[config.mk]
export PLATFORM = sky130hd
export DESIGN_NAME = hbm_master
export DESIGN_NICKNAME = d
export VERILOG_FILES = /design/src/hw/hbm_pkg.sv /design/src/hw/hbm_if.sv /design/src/hw/hbm_fifo.sv /design/src/hw/hbm_arb.sv /design/src/hw/hbm_master.sv
export VERILOG_INCLUDE_DIRS = /design/src /design/src/hw
export SDC_FILE = /design/constraint.sdc
export NUM_CORES = 1
export LEC_CHECK = 0
export ABC_AREA = 1
export BUFFER_PORTS_ARGS = -buffer_cell sky130_fd_sc_hd__buf_4
export CORE_AREA = 8 8 328 409
export CTS_CLUSTER_SIZE = 14
export DETAILED_ROUTE_END_ITERATION = 7
export DIE_AREA = 0 0 336 417
export GPL_ROUTABILITY_DRIVEN = 0
export PLACE_DENSITY = 0.59
export SYNTH_ARGS = -nofsm -noshare
export SYNTH_HDL_FRONTEND = slang
export SYNTH_SLANG_ARGS = --single-unit
[constraint.sdc]
create_clock -name MCLK -period 4.76 [get_ports MCLK]
set_clock_uncertainty 0.2 [all_clocks]
set_input_delay 0.238 -clock MCLK [delete_from_list [all_inputs] [get_ports MCLK]]
set_output_delay 0.238 -clock MCLK [all_outputs]
set_load 0.01 [all_outputs]
[src/hw/hbm_cfg.svh]
`ifndef HBM_CFG_SVH
`define HBM_CFG_SVH

// bit position of the fast arbitration enable within dma_control_reg
`define HBM_FAST_ARB_BIT 1
// transfer_size codes
`define HBM_SIZ_WORD     2'h0
`define HBM_SIZ_LINE     2'h3
// cache line geometry and write fifo depth
`define HBM_LINE_BEATS   3'h4
`define HBM_ADDR_STEP    32'h4
`define HBM_FIFO_DEPTH   32

`endif

[src/hw/hbm_pkg.sv]
package hbm_pkg;

  typedef enum logic [2:0] {
    HBM_IDLE  = 3'h0,
    HBM_ARB   = 3'h1,
    HBM_CTRL  = 3'h2,
    HBM_START = 3'h3,
    HBM_WAIT  = 3'h4,
    HBM_END   = 3'h5
  } hbm_state_t;

  typedef logic [1:0] hbm_tt_t;
  typedef logic [1:0] hbm_sc_t;
  typedef logic [2:0] hbm_tm_t;

endpackage

[src/hw/hbm_if.sv]
`timescale 1ns/1ns

// word stream from the write fifo to the sequencer
interface hbm_stream_if #(parameter int W = 32, parameter int LW = 6);
  logic          valid;
  logic          ready;
  logic [W-1:0]  data;
  logic [LW-1:0] level;
  modport src (output valid, output data, output level, input ready);
  modport snk (input valid, input data, input level, output ready);
endinterface

// sequencer to arbitration unit
interface hbm_arb_if;
  logic want;
  logic fast;
  logic own;
  logic drop;
  modport ctl (output want, output fast, output drop, input own);
  modport arb (input want, input fast, input drop, output own);
endinterface

[src/hw/hbm_fifo.sv]
`timescale 1ns/1ns

module hbm_fifo #(
  parameter int W     = 32,
  parameter int DEPTH = 32,
  parameter int AW    = $clog2(DEPTH)
) (
  input  wire logic         clk,
  input  wire logic         rst_n,
  input  wire logic         ce,
  input  wire logic         in_valid,
  output logic              in_ready,
  input  wire logic [W-1:0] in_data,
  hbm_stream_if.src         out
);
  logic [W-1:0] mem [DEPTH];
  logic [AW-1:0] wr_ptr;
  logic [AW-1:0] rd_ptr;
  logic [AW:0]   count;

  wire push = ce & in_valid & in_ready;
  wire pop  = ce & out.valid & out.ready;
  wire [AW:0] next_count = count + {{AW{1'b0}}, push} - {{AW{1'b0}}, pop};

  assign out.valid = (count != '0);
  assign out.data  = mem[rd_ptr];
  assign out.level = count;

  always_ff @(posedge clk) begin
    if (push) begin
      mem[wr_ptr] <= in_data;
    end
  end

  always_ff @(posedge clk) begin
    if (!rst_n) begin
      wr_ptr   <= '0;
      rd_ptr   <= '0;
      count    <= '0;
      in_ready <= 1'b1;
    end else if (ce) begin
      wr_ptr   <= push ? wr_ptr + 1'b1 : wr_ptr;
      rd_ptr   <= pop ? rd_ptr + 1'b1 : rd_ptr;
      count    <= next_count;
      in_ready <= (next_count != DEPTH[AW:0]);
    end
  end
endmodule

[src/hw/hbm_arb.sv]
`timescale 1ns/1ns

module hbm_arb (
  input  wire logic clk,
  input  wire logic rst_n,
  input  wire logic ce,
  hbm_arb_if.arb    a,
  input  wire logic grant_n,
  input  wire logic busy_i_n,
  output logic      request_n,
  output logic      busy_o_n,
  output logic      busy_oe_n,
  output logic      master_n
);
  logic req_q;
  logic own_q;

  // grant taken without a clock edge, whatever request and busy show
  wire fast_take = a.fast & a.want & ~a.drop & ~grant_n;
  wire norm_take = a.want & req_q & ~grant_n & busy_i_n;

  assign a.own     = own_q | fast_take;
  // request falls away in the same cycle that mastership appears, either way
  assign request_n = ~(req_q & ~a.own);
  assign master_n  = ~a.own;
  assign busy_oe_n = ~a.own;
  assign busy_o_n  = 1'b0;

  always_ff @(posedge clk) begin
    if (!rst_n) begin
      req_q <= 1'b0;
      own_q <= 1'b0;
    end else if (ce) begin
      own_q <= ~a.drop & (own_q | fast_take | norm_take);
      req_q <= a.want & ~a.own & ~a.drop & ~norm_take;
    end
  end
endmodule

[src/hw/hbm_master.sv]
// Overview of operation
// - fast mode: take mastership on grant leading edge, no clock edge needed
// - on fast mastership assert busy and master, drop request, asynchronously
// - after fast mastership, first transfer cycle starts at next clock edge
// - fast mode takes ownership on grant regardless of request and busy levels
// - non-mux master first drives direction, snoop, modifier and type
// - read: assert in-progress, then start with address and size for one cycle
// - non-mux write: drive write data with start, address and size
// - burst inhibit negated continues a line burst, else single transfers
// - error ack together with ack retries the bus cycle
// - error ack without ack raises a bus fault
// - clean ack with transfers left starts another start phase, except within a continuing line burst
// - after last acknowledged cycle drop master, busy and in-progress
// - end of non-mux read floats control and address
// - end of non-mux write floats control, address and data
// - mux mode drives function control instead of transfer modifier
// - mux read floats address when start ends, then awaits data
// - mux write floats data in address phase, then drives data
// - mux cycles drop data at the last ack, then master, busy and control together
// - fast arbitration bit is dma_control_reg bit 1
// - fetch indicator asserted during instruction fetch cycles
`timescale 1ns/1ns
`include "hbm_cfg.svh"

module hbm_master #(
  parameter int CW = 16,
  parameter int FD = `HBM_FIFO_DEPTH
) (
  input  wire logic            MCLK,
  input  wire logic            RST_N,
  input  wire logic            CLK_EN,
  input  wire logic [7:0]      DMA_CONTROL_REG,
  input  wire logic            REQ_VALID,
  output logic                 REQ_READY,
  input  wire logic            REQ_WRITE,
  input  wire logic            REQ_MUX,
  input  wire logic            REQ_BURST,
  input  wire logic            REQ_FETCH,
  input  wire logic [31:0]     REQ_ADDR,
  input  wire logic [CW-1:0]   REQ_COUNT,
  input  wire hbm_pkg::hbm_sc_t REQ_SNOOP,
  input  wire hbm_pkg::hbm_tm_t REQ_TM,
  input  wire hbm_pkg::hbm_tm_t REQ_FC,
  input  wire hbm_pkg::hbm_tt_t REQ_TT,
  input  wire logic            WR_VALID,
  output logic                 WR_READY,
  input  wire logic [31:0]     WR_DATA,
  output logic                 RD_VALID,
  output logic [31:0]          RD_DATA,
  output logic                 DONE,
  output logic                 FAULT,
  input  wire logic            BUS_GRANT_IN_N,
  output logic                 BUS_REQUEST_OUT_N,
  input  wire logic            BUS_BUSY_LINE_N_I,
  output logic                 BUS_BUSY_LINE_N_O,
  output logic                 BUS_BUSY_LINE_OE_N,
  output logic                 MASTER_N,
  output logic                 FETCH_N,
  input  wire logic            TRANSFER_ACK_IN_N,
  input  wire logic            TRANSFER_ERROR_ACK_N,
  input  wire logic            BURST_INHIBIT_IN_N,
  output logic                 CTRL_OE_N,
  output logic                 READ_WRITE_N,
  output hbm_pkg::hbm_sc_t     SNOOP_CONTROL,
  output hbm_pkg::hbm_tt_t     TRANSFER_TYPE,
  output hbm_pkg::hbm_tm_t     TRANSFER_MODIFIER,
  output logic                 TM_OE_N,
  output hbm_pkg::hbm_tm_t     FUNC_CTRL,
  output logic                 FC_OE_N,
  output logic                 TRANSFER_IN_PROGRESS_N,
  output logic                 TRANSFER_START_STROBE_N,
  output logic [31:0]          ADDR_O,
  output logic [1:0]           TRANSFER_SIZE,
  output logic                 ADDR_OE_N,
  input  wire logic [31:0]     DATA_I,
  output logic [31:0]          DATA_O,
  output logic                 DATA_OE_N
);
  import hbm_pkg::*;

  localparam int LW = $clog2(FD) + 1;

  hbm_state_t    state;
  logic          wr;
  logic          mux;
  logic          line;
  logic          burst;
  logic [2:0]    beat;
  logic [CW-1:0] left;
  logic [31:0]   addr;
  logic          want_line;
  logic          fresh;

  hbm_stream_if #(.W(32), .LW(LW)) wq ();
  hbm_arb_if arb ();

  // ------------------------------------------------------------
  // helpers
  // ------------------------------------------------------------
  wire t_ack   = ~TRANSFER_ACK_IN_N & TRANSFER_ERROR_ACK_N;
  wire t_retry = ~TRANSFER_ACK_IN_N & ~TRANSFER_ERROR_ACK_N;
  wire t_fault = TRANSFER_ACK_IN_N & ~TRANSFER_ERROR_ACK_N;
  wire in_wait = (state == HBM_WAIT) & TRANSFER_START_STROBE_N;
  wire last    = (left == CW'(1));
  wire line_end = (beat == `HBM_LINE_BEATS - 3'h1);
  wire stay_line = (burst | (line & BURST_INHIBIT_IN_N)) & ~line_end;
  // fresh: DATA_O holds no unsent word; a retry resends the word already held
  wire wr_short = wr & fresh & ~wq.valid;
  wire [LW:0] wr_avail = {1'b0, wq.level} + {{LW{1'b0}}, ~fresh};
  wire line_ok = want_line & (addr[3:2] == 2'h0) & (left >= CW'(`HBM_LINE_BEATS))
               & (~wr | (wr_avail >= (LW+1)'(`HBM_LINE_BEATS)));
  wire take_ack = CLK_EN & in_wait & t_ack;
  // words leave the fifo as they are loaded, so a burst beat gets the next one
  wire load_first = CLK_EN & (state == HBM_START) & wr & fresh & wq.valid;
  wire load_next  = take_ack & wr & stay_line & ~last;

  assign arb.want = (state != HBM_IDLE) & (state != HBM_END);
  assign arb.fast = DMA_CONTROL_REG[`HBM_FAST_ARB_BIT];
  assign arb.drop = (state == HBM_END);
  assign wq.ready = load_first | load_next;

  hbm_fifo #(.W(32), .DEPTH(FD)) u_fifo (
    .clk      (MCLK),
    .rst_n    (RST_N),
    .ce       (CLK_EN),
    .in_valid (WR_VALID),
    .in_ready (WR_READY),
    .in_data  (WR_DATA),
    .out      (wq)
  );

  hbm_arb u_arb (
    .clk       (MCLK),
    .rst_n     (RST_N),
    .ce        (CLK_EN),
    .a         (arb),
    .grant_n   (BUS_GRANT_IN_N),
    .busy_i_n  (BUS_BUSY_LINE_N_I),
    .request_n (BUS_REQUEST_OUT_N),
    .busy_o_n  (BUS_BUSY_LINE_N_O),
    .busy_oe_n (BUS_BUSY_LINE_OE_N),
    .master_n  (MASTER_N)
  );

  // ------------------------------------------------------------
  // sequencer
  // ------------------------------------------------------------
  always_ff @(posedge MCLK) begin
    if (!RST_N) begin
      state <= HBM_IDLE;
      {wr, mux, line, burst} <= 4'h0;
      want_line <= 1'b0;
      fresh <= 1'b1;
      beat <= 3'h0;
      left <= '0;
      addr <= 32'h0;
      REQ_READY <= 1'b1;
      {RD_VALID, DONE, FAULT} <= 3'h0;
      RD_DATA <= 32'h0;
      FETCH_N <= 1'b1;
      {CTRL_OE_N, TM_OE_N, FC_OE_N, ADDR_OE_N, DATA_OE_N} <= 5'h1F;
      READ_WRITE_N <= 1'b1;
      SNOOP_CONTROL <= 2'h0;
      TRANSFER_TYPE <= 2'h0;
      TRANSFER_MODIFIER <= 3'h0;
      FUNC_CTRL <= 3'h0;
      TRANSFER_IN_PROGRESS_N <= 1'b1;
      TRANSFER_START_STROBE_N <= 1'b1;
      ADDR_O <= 32'h0;
      TRANSFER_SIZE <= `HBM_SIZ_WORD;
      DATA_O <= 32'h0;
    end else if (CLK_EN) begin
      {RD_VALID, DONE, FAULT} <= 3'h0;
      unique case (state)
        HBM_IDLE: begin
          if (REQ_VALID && REQ_COUNT != '0) begin
            state <= HBM_ARB;
            REQ_READY <= 1'b0;
            {wr, mux, line, burst} <= {REQ_WRITE, REQ_MUX, 2'h0};
            addr <= REQ_ADDR;
            left <= REQ_COUNT;
            want_line <= REQ_BURST;
            fresh <= 1'b1;
            beat <= 3'h0;
            FETCH_N <= ~REQ_FETCH;
            READ_WRITE_N <= ~REQ_WRITE;
            SNOOP_CONTROL <= REQ_SNOOP;
            TRANSFER_TYPE <= REQ_TT;
            TRANSFER_MODIFIER <= REQ_TM;
            FUNC_CTRL <= REQ_FC;
          end
        end
        HBM_ARB: begin
          if (arb.own) begin
            state <= HBM_CTRL;
            CTRL_OE_N <= 1'b0;
            TM_OE_N <= mux;
            FC_OE_N <= ~mux;
          end
        end
        HBM_CTRL: begin
          state <= HBM_START;
          TRANSFER_IN_PROGRESS_N <= 1'b0;
        end
        HBM_START: begin
          if (!wr_short) begin
            state <= HBM_WAIT;
            line <= line_ok;
            burst <= 1'b0;
            beat <= 3'h0;
            TRANSFER_START_STROBE_N <= 1'b0;
            ADDR_O <= addr;
            ADDR_OE_N <= 1'b0;
            TRANSFER_SIZE <= line_ok ? `HBM_SIZ_LINE : `HBM_SIZ_WORD;
            fresh <= 1'b0;
            if (fresh) begin
              DATA_O <= wq.data;
            end
            DATA_OE_N <= ~(wr & ~mux);
          end
        end
        HBM_WAIT: begin
          if (!TRANSFER_START_STROBE_N) begin
            TRANSFER_START_STROBE_N <= 1'b1;
            ADDR_OE_N <= ADDR_OE_N | mux;
            DATA_OE_N <= ~wr;
          end else if (t_fault) begin
            FAULT <= 1'b1;
            state <= HBM_END;
            TRANSFER_IN_PROGRESS_N <= 1'b1;
            DATA_OE_N <= DATA_OE_N | mux;
          end else if (t_retry) begin
            state <= HBM_START;
          end else if (t_ack) begin
            RD_VALID <= ~wr;
            RD_DATA <= wr ? RD_DATA : DATA_I;
            left <= left - CW'(1);
            addr <= addr + `HBM_ADDR_STEP;
            beat <= beat + 3'h1;
            burst <= stay_line;
            fresh <= ~stay_line;
            if (last) begin
              state <= HBM_END;
              TRANSFER_IN_PROGRESS_N <= 1'b1;
              DATA_OE_N <= DATA_OE_N | mux;
            end else if (stay_line) begin
              DATA_O <= wq.data;
            end else begin
              state <= HBM_START;
            end
          end
        end
        HBM_END: begin
          state <= HBM_IDLE;
          REQ_READY <= 1'b1;
          DONE <= 1'b1;
          FETCH_N <= 1'b1;
          {CTRL_OE_N, TM_OE_N, FC_OE_N} <= 3'h7;
          ADDR_OE_N <= 1'b1;
          DATA_OE_N <= 1'b1;
          TRANSFER_SIZE <= `HBM_SIZ_WORD;
        end
        default: state <= HBM_IDLE;
      endcase
    end
  end
endmodule

==> metrics <==
status finished clean; Clock Sinks roughly 1.2k; Area Growth Syn to Fin 19.8%; Post-Place Cell Area approximately 55000 um2; post-layout min period around 4.2 ns; routed len/inst 20.6 um; All-Layer GR Usage ~20%; CP endpoint kind flip-flop; Post-synth EDFFs just over 1k; Req. time, crit path a little over 5 ns; Iter 0 DRT Violations 3373; Post-DRT Antenna Nets 0; worst slew pin tran between 1 and 1.5 ns; final core occ a little under half; number of global-route vias before repair around 36k; Arrival @ worst endpoint 4.65 ns; Max Transition Viols Final 0; Yosys top cell by area edfxtp_1; Yosys cell types 36; Die Wd 336 um; hold path endpoint u_arb.own_q; maximum fanout along the worst path 67; drt drc 0; unrepaired setup endpoints after global routing no; Final nets between 5k and 6k; Die Span Y between 400 and 500 um; Syn Inst Count slightly below 5k; post-synthesis sequential area ratio a little under 70%; Fin. Hold Viols 0; Worst-path clk slew ~0.070 ns; Non-Filler Instances approximately 7.0k; Core ar. between 100000 and 150000 um2; CTS tree done; global route total overflow 0; first-pass GRT wire length 218000 um; most frequent cells after synthesis nand2_1 (1602), edfxtp_1 (1024), nand3_1 (857), a21oi_1 (225), nor2_1 (206); Startpoint Class flip-flop; Pre-antenna DRT Iters 5; Buffers on Ports between 200 and 300; Relative slew margins between 20% and 30%; most frequent cell after synthesis nand2_1; Mapped Nets 5018; Worst IR Drop VDD between 0.3 and 0.4 mV; FF-to-FF End addr[22]; f_max 236 MHz; placed cell count 6612; worst r2r src state[0]; hold path startpoint BUS_GRANT_IN_N; Post-Syn Area 50600 um2; Pleak ~23 nW; Setup Buffers After CTS 0; Async SR Flop Fraction 0%; Design Area, Final 60700 um2; clock latency on the worst-skew pair approximately 0.75 ns; total power approximately 23 mW; flop-to-flop setup slack ~0.5 ns; pin count of the biggest net entering global routing ~150; post-synthesis area per instance around 10 um2; Via density ~5.2; WS Path Type flip-flop to flip-flop; PwrDens 381 nW/um2; Yosys warnings 0; Post-CTS Resized 0; CTS root buf clkbuf_16; Synth top area share 60.7%; FF-to-FF path depth 10; period utilization approximately 89%; total wire length ~150000 um; Starting Density between 30% and 40%; Hold Crit Class input port to flip-flop; total CTS buffers ~120; share of layout cells above drive strength 1 a little over a tenth; Setup Total Neg Slack 0 ns; Synth Flop Type edfxtp_1; Hold Path Depth 8; CTS H-tree lvls 3; Final Setup Violations 0; # Max-Cap Violations 0; initial antenna violation count 5; Die ar. 140000 um2; DP Wirelength between 80000 and 90000 um; deepest clock path buffer count 3; Synth area leaders edfxtp_1 (61%), nand2_1 (12%), nand3_1 (8.5%); via count around 37k; Seq cells post-synth ~1.2k; # IOs between 200 and 300; Core Rows between 100 and 150
[metal layers]
metal	track usage [%]	vias up	share of wire (%)	wire [um]
li1	-	17400	-	-
met1	26.0	17900	42	60600
met2	34.5	1245	49	71400
met3	2.92	225	6.4	9230
met4	6.03	6	2.6	3810
met5	0	-	0.019	28
[critical path, cell delays in order, from the launching register on]
cell	delay (ns)
dfxtp_1	0.44
nor2_1	0.11
nand2_2	0.14
buf_4	0.60
a21oi_1	0.14
nor3_1	0.27
nand3_2	0.76
buf_4	0.56
a21oi_1	0.19
a21oi_1	0.09
dlygate4sd3_1	0.56
[final cells by class]
type	instances	area [um2]
Antenna cell	1	2.50
Clock buffer	167	3360
Clock inverter	61	592
Fill cell	11500	67200
Inverter	162	631
Multi-Input combinational cell	3165	14200
Sequential cell	1228	34800
Tap cell	1713	2140
Timing Repair Buffer	540	4820
[flip-flops by register name (all words and copies together), names as in the netlist, 3 cells and up, named ones only]
signal             count
u_fifo.mem          1024
ADDR_O                32
DATA_O                32
RD_DATA               32
addr                  32
left                  16
u_fifo.out.level       6
u_fifo.rd_ptr          5
u_fifo.wr_ptr          5
FUNC_CTRL              3
TRANSFER_MODIFIER      3
beat                   3
state                  3
[worst max path at each step]
stage / from / endpoint / slack, ns / depth (start not counted)
CTS: state[0] / addr[12] / 0.49 / 10
finish: state[0] / addr[22] / 0.51 / 10
global placement: state[0] / addr[18] / 1.14 / 9
detailed placement: state[0] / addr[22] / 1.07 / 9
floorplan: CLK_EN / u_fifo.mem[31][0] / 1.05 / 3
global route: state[0] / addr[23] / 0.18 / 11
[placed cells by master (no fill, tap or decap), types with 10 or more instances in the layout]
master         netlist  layout
buf_4                8     321
clkinv_1             0      24
dfxtp_1            204     199
ha_1                29      29
edfxtp_1          1024    1024
dlygate4sd3_1        0     196
nand2_1           1602    1601
a21oi_1            225     225
o21ai_0            159     159
nand3_1            857     856
clkinv_2             0      14
inv_1              157     153
nand4_1             14      14
nor3_1              17      15
nor2_1             206     175
nor2_4               0      31
clkbuf_8             0      18
xor2_1              10      10
buf_12               0      22
clkbuf_16            0     120
clkbuf_1           180      27
[report_power, final]
part	internal, mW	switching (mW)	leakage (nW)	total [mW]
clock	5.33	4.17	1.92	9.50
sequential	11.8	0.140	10.9	12.0
combinational	0.622	1.01	9.85	1.63
[cells by family after synthesis]
group	after synthesis	share of synthesized area [%]
adders and majority gates	30	0.756
other	1	0.00741
xor gates and xnor gates	16	0.277
AOI/OAI and AO/OA	413	4.24
DFF	1228	68.8
buffers and inverters	451	3.54
and+or+nand+nor	2705	22.4
[per-stage QoR]
step | hold WS [ns] | worst slack (ns)
final | 0.0643 | 0.515
after global routing | 0.0959 | 0.181
after CTS | 0.00988 | 0.490
after detailed placement | 0.248 | 1.07
after global placement | 0.237 | 1.14
after floorplan | 0.137 | 1.05
[what timing repair did]
action / CTS / global route
endpoints found under the setup margin: 0 / 0
endpoints found under the hold margin: 1191 / 0
hold buffers: 196 / 0
Power figures use the tool's default switching activity.
